`config.mk`:
```
export PLATFORM = sky130hd
export DESIGN_NAME = fie_top
export DESIGN_NICKNAME = d
export VERILOG_FILES = /design/src/fie_pkg.sv /design/src/fie_wr_if.sv /design/src/fie_fault_flag.sv /design/src/fie_irq_field.sv /design/src/fie_top.sv
export SDC_FILE = /design/constraint.sdc
export NUM_CORES = 1
export LEC_CHECK = 0
export BUFFER_PORTS_ARGS = -buffer_cell sky130_fd_sc_hd__buf_2
export CORE_UTILIZATION = 60
export CTS_CLUSTER_SIZE = 30
export DETAILED_ROUTE_END_ITERATION = 6
export GPL_TIMING_DRIVEN = 0
export PLACE_DENSITY = 0.9
export SLEW_MARGIN = 25
export SYNTH_ARGS = -nofsm -noshare
export SYNTH_HDL_FRONTEND = slang
export SYNTH_HIERARCHICAL = 1
export SYNTH_SLANG_ARGS = --single-unit
```
`constraint.sdc`:
```
create_clock -name i_clk_sys -period 3.5 [get_ports i_clk_sys]
set_input_delay 0.35 -clock i_clk_sys [delete_from_list [all_inputs] [get_ports i_clk_sys]]
set_output_delay 0.35 -clock i_clk_sys [all_outputs]
set_load 0.005 [all_outputs]
```
`src/fie_pkg.sv`:
```
// Constants, types and register layout of the fault interrupt enable block
// ----------------------------------------------------------------------------
// ----------------------------------------------------------------------------
package fie_pkg;

  // --------------------------------------------------------------------------
  // Register map
  // --------------------------------------------------------------------------
  localparam logic [7:0] OFS_BOOST_EN = 8'h0a;
  localparam logic [7:0] OFS_LED_EN = 8'h0c;
  localparam logic [7:0] OFS_SUPPLY = 8'h0e;
  localparam logic [7:0] REG_STRIDE = 8'h02;
  localparam logic [15:0] RST_BOOST_EN = 16'ha028;
  localparam logic [15:0] RST_LED_EN = 16'h00aa;
  localparam logic [15:0] RST_SUPPLY = 16'h0000;

  // --------------------------------------------------------------------------
  // Enable field encoding
  // --------------------------------------------------------------------------
  localparam logic [1:0] EN_RD_OFF = 2'h0;
  localparam logic [1:0] EN_RD_ON = 2'h2;
  localparam logic [1:0] EN_WR_OFF = 2'h1;
  localparam logic [1:0] EN_WR_ON = 2'h3;
  localparam int FIELD_W = 2;
  localparam int BOOST_LO_BIT = 2;
  localparam int BOOST_N = 7;
  localparam int LED_LO_BIT = 0;
  localparam int LED_N = 4;
  localparam int LED_FAULT_N = 3;
  localparam int GLOBAL_IDX = 3;

  // --------------------------------------------------------------------------
  // Supply fault flag layout
  // --------------------------------------------------------------------------
  localparam int CFG_ERR_FLAG_BIT = 15;
  localparam int CFG_ERR_ACK_BIT = 14;
  localparam int SYNC_FLAG_BIT = 13;
  localparam int SYNC_ACK_BIT = 12;
  localparam int CP_FLAG_BIT = 11;
  localparam int CP_ACK_BIT = 10;
  localparam int SUPPLY_N = 3;

  // --------------------------------------------------------------------------
  // Write strobe selects and serial engine
  // --------------------------------------------------------------------------
  localparam int SEL_BOOST = 0;
  localparam int SEL_LED = 1;
  localparam int SEL_SUPPLY = 2;
  localparam int SEL_W = 3;
  localparam logic [3:0] BYTE_BITS = 4'h8;
  localparam logic [6:0] DEV_ADDR_DFLT = 7'h2c;

  typedef enum logic [2:0] {
    ST_IDLE,
    ST_ADDR,
    ST_AACK,
    ST_WR,
    ST_WACK,
    ST_RD,
    ST_RACK,
    ST_RNEXT
  } fie_bus_st_t;

endpackage

```
`src/fie_wr_if.sv`:
```
// Register write strobes shared between the top and its field modules
`timescale 1ns/1ns
interface fie_wr_if;
  logic [fie_pkg::SEL_W-1:0] wr_sel;
  logic [15:0] wdata;
  modport src (output wr_sel, output wdata);
  modport snk (input wr_sel, input wdata);
endinterface // fie_wr_if
```
`src/fie_fault_flag.sv`:
```
// One sticky supply fault flag with its paired clear bit
`timescale 1ns/1ns
module fie_fault_flag #(
  parameter int FLAG_BIT = 15,
  parameter int ACK_BIT = 14
) (
  input wire logic i_clk_sys,
  input wire logic i_srst,
  input wire logic i_event,
  fie_wr_if.snk wr,
  output logic o_flag
);

  typedef struct packed {
    logic flag;
  } fie_flag_t;

  fie_flag_t state_ff;
  fie_flag_t nxt_state;
  logic clr;

  // ----------------------------------------------------------------------
  // Both bits must be 1 in one write; a lone bit is ignored so a stray
  // write cannot drop a fault. A new event beats the clear.
  // ----------------------------------------------------------------------
  always_comb begin
    clr = wr.wr_sel[fie_pkg::SEL_SUPPLY] & wr.wdata[FLAG_BIT]
          & wr.wdata[ACK_BIT];
    nxt_state.flag = i_event | (state_ff.flag & ~clr);
  end

  // Flags power up clear
  always_ff @(posedge i_clk_sys) begin
    if (i_srst) begin
      state_ff <= '{flag: 1'b0};
    end else begin
      state_ff <= nxt_state;
    end
  end

  assign o_flag = state_ff.flag;

endmodule // fie_fault_flag

```
`src/fie_irq_field.sv`:
```
// One two-bit interrupt enable field with set/clear write encoding
`timescale 1ns/1ns
module fie_irq_field #(
  parameter int LSB = 0,
  parameter int SEL = 0,
  parameter bit RST_ON = 1'b1
) (
  input wire logic i_clk_sys,
  input wire logic i_srst,
  fie_wr_if.snk wr,
  output logic o_on
);

  typedef struct packed {
    logic on;
  } fie_fld_t;

  fie_fld_t state_ff;
  fie_fld_t nxt_state;

  // ----------------------------------------------------------------------
  // Decode write code; only 1h and 3h act, so full-word writes are safe
  // ----------------------------------------------------------------------
  always_comb begin
    nxt_state = state_ff;
    if (wr.wr_sel[SEL]) begin
      case (wr.wdata[LSB +: fie_pkg::FIELD_W])
        fie_pkg::EN_WR_OFF: nxt_state.on = 1'b0;
        fie_pkg::EN_WR_ON: nxt_state.on = 1'b1;
        default: nxt_state.on = state_ff.on;
      endcase
    end
  end

  // Reset value comes from the register reset word
  always_ff @(posedge i_clk_sys) begin
    if (i_srst) begin
      state_ff <= '{on: RST_ON};
    end else begin
      state_ff <= nxt_state;
    end
  end

  assign o_on = state_ff.on;

endmodule // fie_irq_field

```
`src/fie_top.sv`:
```
// Serial register slave, enable fields, fault flags and interrupt pin
`timescale 1ns/1ns
module fie_top #(
  parameter logic [6:0] DEV_ADDR = fie_pkg::DEV_ADDR_DFLT // arbitrary value
) (
  input wire logic i_clk_sys,
  input wire logic i_srst,
  input wire logic i_scl,
  input wire logic i_sda_i,
  output logic o_sda_o,
  output logic o_sda_oe_n,
  output logic o_irq_o,
  output logic o_irq_oe_n,
  input wire logic [fie_pkg::BOOST_N-1:0] i_boost_fault_flags,
  input wire logic [fie_pkg::LED_FAULT_N-1:0] i_led_fault_flags,
  input wire logic [fie_pkg::SUPPLY_N-1:0] i_supply_irq_gates,
  input wire logic i_cfg_check_error,
  input wire logic i_boost_sync_lost,
  input wire logic i_charge_pump_fault,
  output logic [fie_pkg::SUPPLY_N-1:0] o_supply_fault_flags
);

  // --------------------------------------------------------------------------
  // State of the serial engine and pin drivers
  // --------------------------------------------------------------------------
  typedef struct packed {
    logic [2:0] scl_sy;
    logic [2:0] sda_sy;
    logic scl_f;
    logic sda_f;
    fie_pkg::fie_bus_st_t st;
    logic [3:0] bitcnt;
    logic [7:0] shreg;
    logic rw;
    logic first;
    logic hi_phase;
    logic [7:0] hi_byte;
    logic [7:0] rd_lo;
    logic [7:0] ptr;
    logic [fie_pkg::SEL_W-1:0] wr_sel;
    logic [15:0] wdata;
    logic sda_o;
    logic sda_oe_n;
    logic irq_o;
    logic irq_oe_n;
    logic [fie_pkg::SUPPLY_N-1:0] flags;
  } fie_top_t;

  fie_top_t state_ff;
  fie_top_t nxt_state;

  fie_wr_if wr ();

  logic [fie_pkg::BOOST_N-1:0] boost_on;
  logic [fie_pkg::LED_N-1:0] led_on;
  logic [fie_pkg::SUPPLY_N-1:0] sup_flag;
  logic [15:0] boost_rd;
  logic [15:0] led_rd;
  logic [15:0] sup_rd;
  logic [15:0] rd_mux;
  logic f_scl;
  logic f_sda;
  logic scl_rise;
  logic scl_fall;
  logic bus_start;
  logic bus_stop;
  logic any_fault;
  logic [7:0] ld_byte;

  // --------------------------------------------------------------------------
  // Write strobes leave a flop, so every field sees a clean one-cycle pulse
  // --------------------------------------------------------------------------
  assign wr.wr_sel = state_ff.wr_sel;
  assign wr.wdata = state_ff.wdata;

  // --------------------------------------------------------------------------
  // Enable fields
  // --------------------------------------------------------------------------
  // Boost group: index 0 is bits 3-2, index 6 is bits 15-14
  for (genvar gi = 0; gi < fie_pkg::BOOST_N; gi++) begin : g_boost
    localparam int LO = fie_pkg::BOOST_LO_BIT + gi * fie_pkg::FIELD_W;
    fie_irq_field #(
      .LSB(LO),
      .SEL(fie_pkg::SEL_BOOST),
      .RST_ON(fie_pkg::RST_BOOST_EN[LO + 1])
    ) u_fld (
      .i_clk_sys(i_clk_sys),
      .i_srst(i_srst),
      .wr(wr.snk),
      .o_on(boost_on[gi])
    );
  end

  // LED group: index 3 is the global enable in bits 7-6
  for (genvar gj = 0; gj < fie_pkg::LED_N; gj++) begin : g_led
    localparam int LO = fie_pkg::LED_LO_BIT + gj * fie_pkg::FIELD_W;
    fie_irq_field #(
      .LSB(LO),
      .SEL(fie_pkg::SEL_LED),
      .RST_ON(fie_pkg::RST_LED_EN[LO + 1])
    ) u_fld (
      .i_clk_sys(i_clk_sys),
      .i_srst(i_srst),
      .wr(wr.snk),
      .o_on(led_on[gj])
    );
  end

  // --------------------------------------------------------------------------
  // Supply fault flags
  // --------------------------------------------------------------------------
  fie_fault_flag #(
    .FLAG_BIT(fie_pkg::CFG_ERR_FLAG_BIT),
    .ACK_BIT(fie_pkg::CFG_ERR_ACK_BIT)
  ) u_cfg_check_error_flag (
    .i_clk_sys(i_clk_sys),
    .i_srst(i_srst),
    .i_event(i_cfg_check_error),
    .wr(wr.snk),
    .o_flag(sup_flag[2])
  );

  fie_fault_flag #(
    .FLAG_BIT(fie_pkg::SYNC_FLAG_BIT),
    .ACK_BIT(fie_pkg::SYNC_ACK_BIT)
  ) u_boost_sync_lost_flag (
    .i_clk_sys(i_clk_sys),
    .i_srst(i_srst),
    .i_event(i_boost_sync_lost),
    .wr(wr.snk),
    .o_flag(sup_flag[1])
  );

  fie_fault_flag #(
    .FLAG_BIT(fie_pkg::CP_FLAG_BIT),
    .ACK_BIT(fie_pkg::CP_ACK_BIT)
  ) u_charge_pump_fault_flag (
    .i_clk_sys(i_clk_sys),
    .i_srst(i_srst),
    .i_event(i_charge_pump_fault),
    .wr(wr.snk),
    .o_flag(sup_flag[0])
  );

  // --------------------------------------------------------------------------
  // Read images; enables read 2h or 0h, clear bits and reserved read zero
  // --------------------------------------------------------------------------
  always_comb begin
    boost_rd = '0;
    led_rd = '0;
    for (int k = 0; k < fie_pkg::BOOST_N; k++) begin
      boost_rd[fie_pkg::BOOST_LO_BIT + k * fie_pkg::FIELD_W +: 2] =
        boost_on[k] ? fie_pkg::EN_RD_ON : fie_pkg::EN_RD_OFF;
    end
    for (int k = 0; k < fie_pkg::LED_N; k++) begin
      led_rd[fie_pkg::LED_LO_BIT + k * fie_pkg::FIELD_W +: 2] =
        led_on[k] ? fie_pkg::EN_RD_ON : fie_pkg::EN_RD_OFF;
    end
    sup_rd = fie_pkg::RST_SUPPLY;
    sup_rd[fie_pkg::CFG_ERR_FLAG_BIT] = sup_flag[2];
    sup_rd[fie_pkg::SYNC_FLAG_BIT] = sup_flag[1];
    sup_rd[fie_pkg::CP_FLAG_BIT] = sup_flag[0];
  end

  // Unmapped offsets read as zero
  always_comb begin
    case (state_ff.ptr)
      fie_pkg::OFS_BOOST_EN: rd_mux = boost_rd;
      fie_pkg::OFS_LED_EN: rd_mux = led_rd;
      fie_pkg::OFS_SUPPLY: rd_mux = sup_rd;
      default: rd_mux = '0;
    endcase
  end

  // Supply flags gate through the supply enable register held elsewhere
  always_comb begin
    any_fault = |(i_boost_fault_flags & boost_on)
              | |(i_led_fault_flags & led_on[fie_pkg::LED_FAULT_N-1:0])
              | |(sup_flag & i_supply_irq_gates);
  end

  // --------------------------------------------------------------------------
  // Pin filter: a level counts once the second and third stage agree
  // --------------------------------------------------------------------------
  always_comb begin
    f_scl = (state_ff.scl_sy[1] == state_ff.scl_sy[2]) ?
            state_ff.scl_sy[2] : state_ff.scl_f;
    f_sda = (state_ff.sda_sy[1] == state_ff.sda_sy[2]) ?
            state_ff.sda_sy[2] : state_ff.sda_f;
    scl_rise = f_scl & ~state_ff.scl_f;
    scl_fall = ~f_scl & state_ff.scl_f;
    bus_start = state_ff.scl_f & f_scl & state_ff.sda_f & ~f_sda;
    bus_stop = state_ff.scl_f & f_scl & ~state_ff.sda_f & f_sda;
  end

  // --------------------------------------------------------------------------
  // Serial engine: address, register pointer, then high and low data bytes
  // --------------------------------------------------------------------------
  always_comb begin
    nxt_state = state_ff;
    ld_byte = '0;
    nxt_state.scl_sy = {state_ff.scl_sy[1:0], i_scl};
    nxt_state.sda_sy = {state_ff.sda_sy[1:0], i_sda_i};
    nxt_state.scl_f = f_scl;
    nxt_state.sda_f = f_sda;
    nxt_state.wr_sel = '0;
    nxt_state.sda_o = 1'b0;
    nxt_state.irq_o = 1'b0;
    nxt_state.flags = sup_flag;
    // Pin pulls low only while an enabled fault stands and global is on
    nxt_state.irq_oe_n = ~(led_on[fie_pkg::GLOBAL_IDX] & any_fault);
    // Next read byte; the low byte is snapped with the high one so a
    // word never tears between the two bytes
    if (!state_ff.hi_phase) begin
      ld_byte = rd_mux[15:8];
    end else begin
      ld_byte = state_ff.rd_lo;
    end
    if (bus_start) begin
      nxt_state.st = fie_pkg::ST_ADDR;
      nxt_state.bitcnt = '0;
      nxt_state.sda_oe_n = 1'b1;
      nxt_state.first = 1'b1;
      nxt_state.hi_phase = 1'b0;
    end else if (bus_stop) begin
      nxt_state.st = fie_pkg::ST_IDLE;
      nxt_state.sda_oe_n = 1'b1;
    end else begin
      case (state_ff.st)
        fie_pkg::ST_IDLE: begin
          nxt_state.sda_oe_n = 1'b1;
        end
        fie_pkg::ST_ADDR: begin
          if (scl_rise) begin
            nxt_state.shreg = {state_ff.shreg[6:0], f_sda};
            nxt_state.bitcnt = state_ff.bitcnt + 4'h1;
          end else if (scl_fall && state_ff.bitcnt == fie_pkg::BYTE_BITS) begin
            if (state_ff.shreg[7:1] == DEV_ADDR) begin
              nxt_state.sda_oe_n = 1'b0;
              nxt_state.rw = state_ff.shreg[0];
              nxt_state.st = fie_pkg::ST_AACK;
            end else begin
              nxt_state.st = fie_pkg::ST_IDLE;
            end
          end
        end
        fie_pkg::ST_AACK: begin
          if (scl_fall) begin
            nxt_state.bitcnt = '0;
            if (state_ff.rw) begin
              nxt_state.st = fie_pkg::ST_RD;
              nxt_state.sda_oe_n = ld_byte[7];
              nxt_state.shreg = {ld_byte[6:0], 1'b0};
              nxt_state.rd_lo = rd_mux[7:0];
              nxt_state.hi_phase = ~state_ff.hi_phase;
              if (state_ff.hi_phase) begin
                nxt_state.ptr = state_ff.ptr + fie_pkg::REG_STRIDE;
              end
            end else begin
              nxt_state.st = fie_pkg::ST_WR;
              nxt_state.sda_oe_n = 1'b1;
            end
          end
        end
        fie_pkg::ST_WR: begin
          if (scl_rise) begin
            nxt_state.shreg = {state_ff.shreg[6:0], f_sda};
            nxt_state.bitcnt = state_ff.bitcnt + 4'h1;
          end else if (scl_fall && state_ff.bitcnt == fie_pkg::BYTE_BITS) begin
            nxt_state.sda_oe_n = 1'b0;
            nxt_state.st = fie_pkg::ST_WACK;
            if (state_ff.first) begin
              nxt_state.ptr = state_ff.shreg;
              nxt_state.first = 1'b0;
              nxt_state.hi_phase = 1'b0;
            end else if (!state_ff.hi_phase) begin
              nxt_state.hi_byte = state_ff.shreg;
              nxt_state.hi_phase = 1'b1;
            end else begin
              // Word commits on its low byte; unmapped pointers write nothing
              nxt_state.wr_sel[fie_pkg::SEL_BOOST] =
                (state_ff.ptr == fie_pkg::OFS_BOOST_EN);
              nxt_state.wr_sel[fie_pkg::SEL_LED] =
                (state_ff.ptr == fie_pkg::OFS_LED_EN);
              nxt_state.wr_sel[fie_pkg::SEL_SUPPLY] =
                (state_ff.ptr == fie_pkg::OFS_SUPPLY);
              nxt_state.wdata = {state_ff.hi_byte, state_ff.shreg};
              nxt_state.ptr = state_ff.ptr + fie_pkg::REG_STRIDE;
              nxt_state.hi_phase = 1'b0;
            end
          end
        end
        fie_pkg::ST_WACK: begin
          if (scl_fall) begin
            nxt_state.sda_oe_n = 1'b1;
            nxt_state.bitcnt = '0;
            nxt_state.st = fie_pkg::ST_WR;
          end
        end
        fie_pkg::ST_RD: begin
          if (scl_rise) begin
            nxt_state.bitcnt = state_ff.bitcnt + 4'h1;
          end else if (scl_fall) begin
            if (state_ff.bitcnt == fie_pkg::BYTE_BITS) begin
              nxt_state.sda_oe_n = 1'b1;
              nxt_state.st = fie_pkg::ST_RACK;
            end else begin
              // Open drain: a one is sent by releasing the line
              nxt_state.sda_oe_n = state_ff.shreg[7];
              nxt_state.shreg = {state_ff.shreg[6:0], 1'b0};
            end
          end
        end
        fie_pkg::ST_RACK: begin
          if (scl_rise) begin
            // A not-acknowledge ends the read; the host then stops
            nxt_state.st = f_sda ? fie_pkg::ST_IDLE : fie_pkg::ST_RNEXT;
          end
        end
        fie_pkg::ST_RNEXT: begin
          if (scl_fall) begin
            nxt_state.bitcnt = '0;
            nxt_state.st = fie_pkg::ST_RD;
            nxt_state.sda_oe_n = ld_byte[7];
            nxt_state.shreg = {ld_byte[6:0], 1'b0};
            nxt_state.hi_phase = ~state_ff.hi_phase;
            if (!state_ff.hi_phase) begin
              nxt_state.rd_lo = rd_mux[7:0];
            end else begin
              nxt_state.ptr = state_ff.ptr + fie_pkg::REG_STRIDE;
            end
          end
        end
        default: begin
          nxt_state.st = fie_pkg::ST_IDLE;
          nxt_state.sda_oe_n = 1'b1;
        end
      endcase
    end
  end

  // --------------------------------------------------------------------------
  // State register; lines idle high so the filter starts released
  // --------------------------------------------------------------------------
  always_ff @(posedge i_clk_sys) begin
    if (i_srst) begin
      state_ff <= '{scl_sy: 3'h7, sda_sy: 3'h7, scl_f: 1'b1, sda_f: 1'b1,
                   st: fie_pkg::ST_IDLE, bitcnt: 4'h0, shreg: 8'h00,
                   rw: 1'b0, first: 1'b0, hi_phase: 1'b0, hi_byte: 8'h00,
                   rd_lo: 8'h00, ptr: 8'h00, wr_sel: 3'h0, wdata: 16'h0000,
                   sda_o: 1'b0, sda_oe_n: 1'b1, irq_o: 1'b0,
                   irq_oe_n: 1'b1, flags: 3'h0};
    end else begin
      state_ff <= nxt_state;
    end
  end

  assign o_sda_o = state_ff.sda_o;
  assign o_sda_oe_n = state_ff.sda_oe_n;
  assign o_irq_o = state_ff.irq_o;
  assign o_irq_oe_n = state_ff.irq_oe_n;
  assign o_supply_fault_flags = state_ff.flags;

endmodule // fie_top

```
==> flow_summary.toml <==
[timing]
drv_slew = 0
holdWs_ns = 0.167
setup_viol = 0
final_hold_viol_count = 0
setup_tns_ns = 0
relSlewSlack_pct = 41.1
fmaxAchievable_mhz = 427
fin_crit_sh_pct = 66.9
final.setup_skew_ns = 0.00809
post-route-min-period_ns = 2.34
layout_setup_ws_ns = 1.16
rsz0062_at_grt = "false"
worst_pin_slew_ns = 0.874

[clock_network]
cts_hold_buf = 0
cts_made_buffers = 9
clk_pin_slew_ns = 0.09
cts_tree = "done"
cts_buffer_depth = 2
cts_resized = 0
insertion_delay_ns = 0.37
post_cts_buffers = 0
root_buffer = "clkbuf_8"
cts_sinks = 84
htree_levels = 3

[logic_synthesis]
yosysSeqAreaShare_pct = 40.2
synth_area_um2 = 4180
synthDistinctLibCells = 69
synth_cells = 482
synthFlopType = "dfxtp_1"
ys_ff_latch = 84
avgSynthCellArea_um2 = 8.68
ys_warn_count = 6
synth-edff-count = 0
async_reset_ff_share_pct = 0

[finish]
nFillCells = 547
syn_to_final_growth_pct = 9.69
final_util_pct = 67.9
antenna_cells = 0
finish.instance_area_um2 = 4590
drive_gt1_share_pct = 15.7
final_nets = 542
seq_area_um2 = 1680
instances_no_fill = 603
multi_input_area_um2 = 2310

[placement]
place_congestion = 0.940
dp.cells = 587
place_area_um2 = 4410
hpwl_mm = 7.91
pre_cts_ws_ns = 1.26
portBuffers = 24

[floorplan]
die_h_um = 85.5
dieArea_um2 = 7310
die_w_um = 85.5
ioPinCount = 27
design.core.area_um2 = 6760
rows = 30
initial_core_util_pct = 61.9

[routing]
viasPerCell = 6.64
dr.pass1.iters = 5
wl_met2_mm = 5.27
vias = 4005
top_layer = "met4"
met3_length_um = 945
drc = 0
antenna_left = 0
wl_met1_mm = 4.75
wl_per_cell_um = 18.7
drt_iter0_markers = 558
routed_wl_mm = 11.3

[critical_path]
critPathArrivalTime_ns = 2.61
critPathMaxFanout = 10
crit-reg2reg-launch = "state_ff[66]"
endpoint_kind = "register"
crit_path_start = "state_ff[66]"
crit_path_start_kind = "register"
required_ns = 3.76
rrSetupSlack_ns = 1.16
critical_path_class = "register to register"

[power]
p_leak_nw = 1.62
total_power_mw = 1.69
vdd_drop_max_mv = 0.269
power_density_nw_per_um2 = 367

[global_route]
grt_max_degree = 17
grt_usage_pct = 32.0
grt_pass1_wl_mm = 18.3
antenna_found_initial = 0
overflow = 0
grt_pass1_vias = 3680

[run_status]
status = "complete, no violations"

[min_path]
hp-start = "i_scl"
hp-class = "primary input to register"

[job]
maxCapViolations = 0
## state kept, by name, summed over array words and instances (netlist names), 3 cells and up, named ones only
register              cells
wr.wdata                 16
wr.wr_sel                 3
nxt_state                 4
g_led.u_fld/o_on          4
g_boost.u_fld/o_on        7
o_supply_fault_flags      3
state_ff                 35
## kinds of logic after synthesis
group	synth area share, %
other	0.0897
DFF	40.2
buffers and inverters	4.58
AOI/OAI and AO/OA	22.1
adders and majority gates	1.44
muxes	4.34
xor gates and xnor gates	0.628
and+or+nand+nor	26.6
## worst paths after layout
kind              cells past startpoint       endpoint
hold / removal                        2  nxt_state[74]
setup reg to reg                      6       register
hold reg to reg                       1  nxt_state[75]
setup / recovery                      6       register
## synthesized netlist by cell type, types with 2 or more instances
library cell / number / area [um2]
or4_1: 2 / 15.0
and3b_1: 2 / 17.5
a31oi_1: 8 / 50.1
a311o_1: 8 / 80.1
a21oi_2: 3 / 26.3
nor2b_1: 12 / 75.1
and2_1: 4 / 25.0
nor3_1: 10 / 50.1
a22o_1: 2 / 17.5
inv_1: 10 / 37.5
o211ai_1: 6 / 45.0
or2_2: 8 / 50.1
and4b_1: 5 / 50.1
and3_1: 5 / 31.3
clkbuf_1: 15 / 56.3
o32ai_1: 3 / 26.3
nand2_1: 50 / 188
a21oi_1: 44 / 220
a21boi_1: 9 / 67.6
mux2i_1: 17 / 170
o21ai_0: 15 / 75.1
nand3b_1: 9 / 67.6
nor2_1: 36 / 135
a221oi_1: 2 / 17.5
a22oi_1: 5 / 37.5
nor4b_1: 3 / 26.3
a32oi_1: 2 / 17.5
buf_2: 5 / 25.0
ha_1: 4 / 50.1
a311oi_1: 4 / 35.0
nor3_2: 4 / 40.0
xnor2_1: 3 / 26.3
dfxtp_1: 84 / 1680
nand3_1: 22 / 110
nand3_2: 2 / 20.0
o21ai_1: 2 / 10.0
nand2b_1: 9 / 56.3
a21bo_1: 3 / 30.0
nand4_1: 5 / 31.3
nor4_1: 4 / 25.0
o221a_2: 2 / 22.5
buf_4: 7 / 52.6
## worst max-delay path: stages (launching register included)
cell and delay [ns]:
dfxtp_1 0.36, buf_2 0.23, clkbuf_1 0.40, o21ai_1 0.25
nor2_1 0.47, nand2_1 0.18, o32ai_1 0.34
## where the power goes
group,total [mW],internal [mW],switching [mW]
logic,0.0638,0.0260,0.0378
clock network,0.652,0.267,0.385
registers,0.970,0.963,0.00652
total,1.69,1.26,0.429
## cell usage in the layout (no fill, tap or decap), types with 3 or more instances in the layout
cell       n
mux2i_1   17
nand2_1   50
dfxtp_1   84
o211ai_1   6
a311oi_1   4
nand2b_1   9
a311o_1    8
a31oi_1    8
buf_4      7
nand3b_1   9
nor4b_1    3
a21bo_1    3
buf_2     29
inv_1     10
nand3_1   22
nor3_2     4
nor2_1    36
a21oi_1   44
a21oi_2    3
nor2b_1   12
o32ai_1    3
and2_1     4
or2_2      8
nor4_1     4
a22oi_1    5
a21boi_1   9
nand4_1    5
ha_1       4
clkbuf_1  15
nor3_1    10
xnor2_1    3
and4b_1    5
clkbuf_8   9
o21ai_0   15
and3_1     5
## layout make-up
cell class / count / area share [%]
buffer: 30 / 3.36
clock buffer: 9 / 2.70
clock inverter: 7 / 1.25
inverter: 10 / 0.818
multi-input combinational: 359 / 50.4
sequential: 84 / 36.7
tap: 80 / 2.18
timing repair buffer: 24 / 2.62
## per-layer routing
layer	track usage (%)	up-vias
met3	6.23	36
li1	-	1833
met5	0	-
met2	50.4	206
met1	42.5	1930
met4	14.8	0
(Power assumes the default switching activity.)
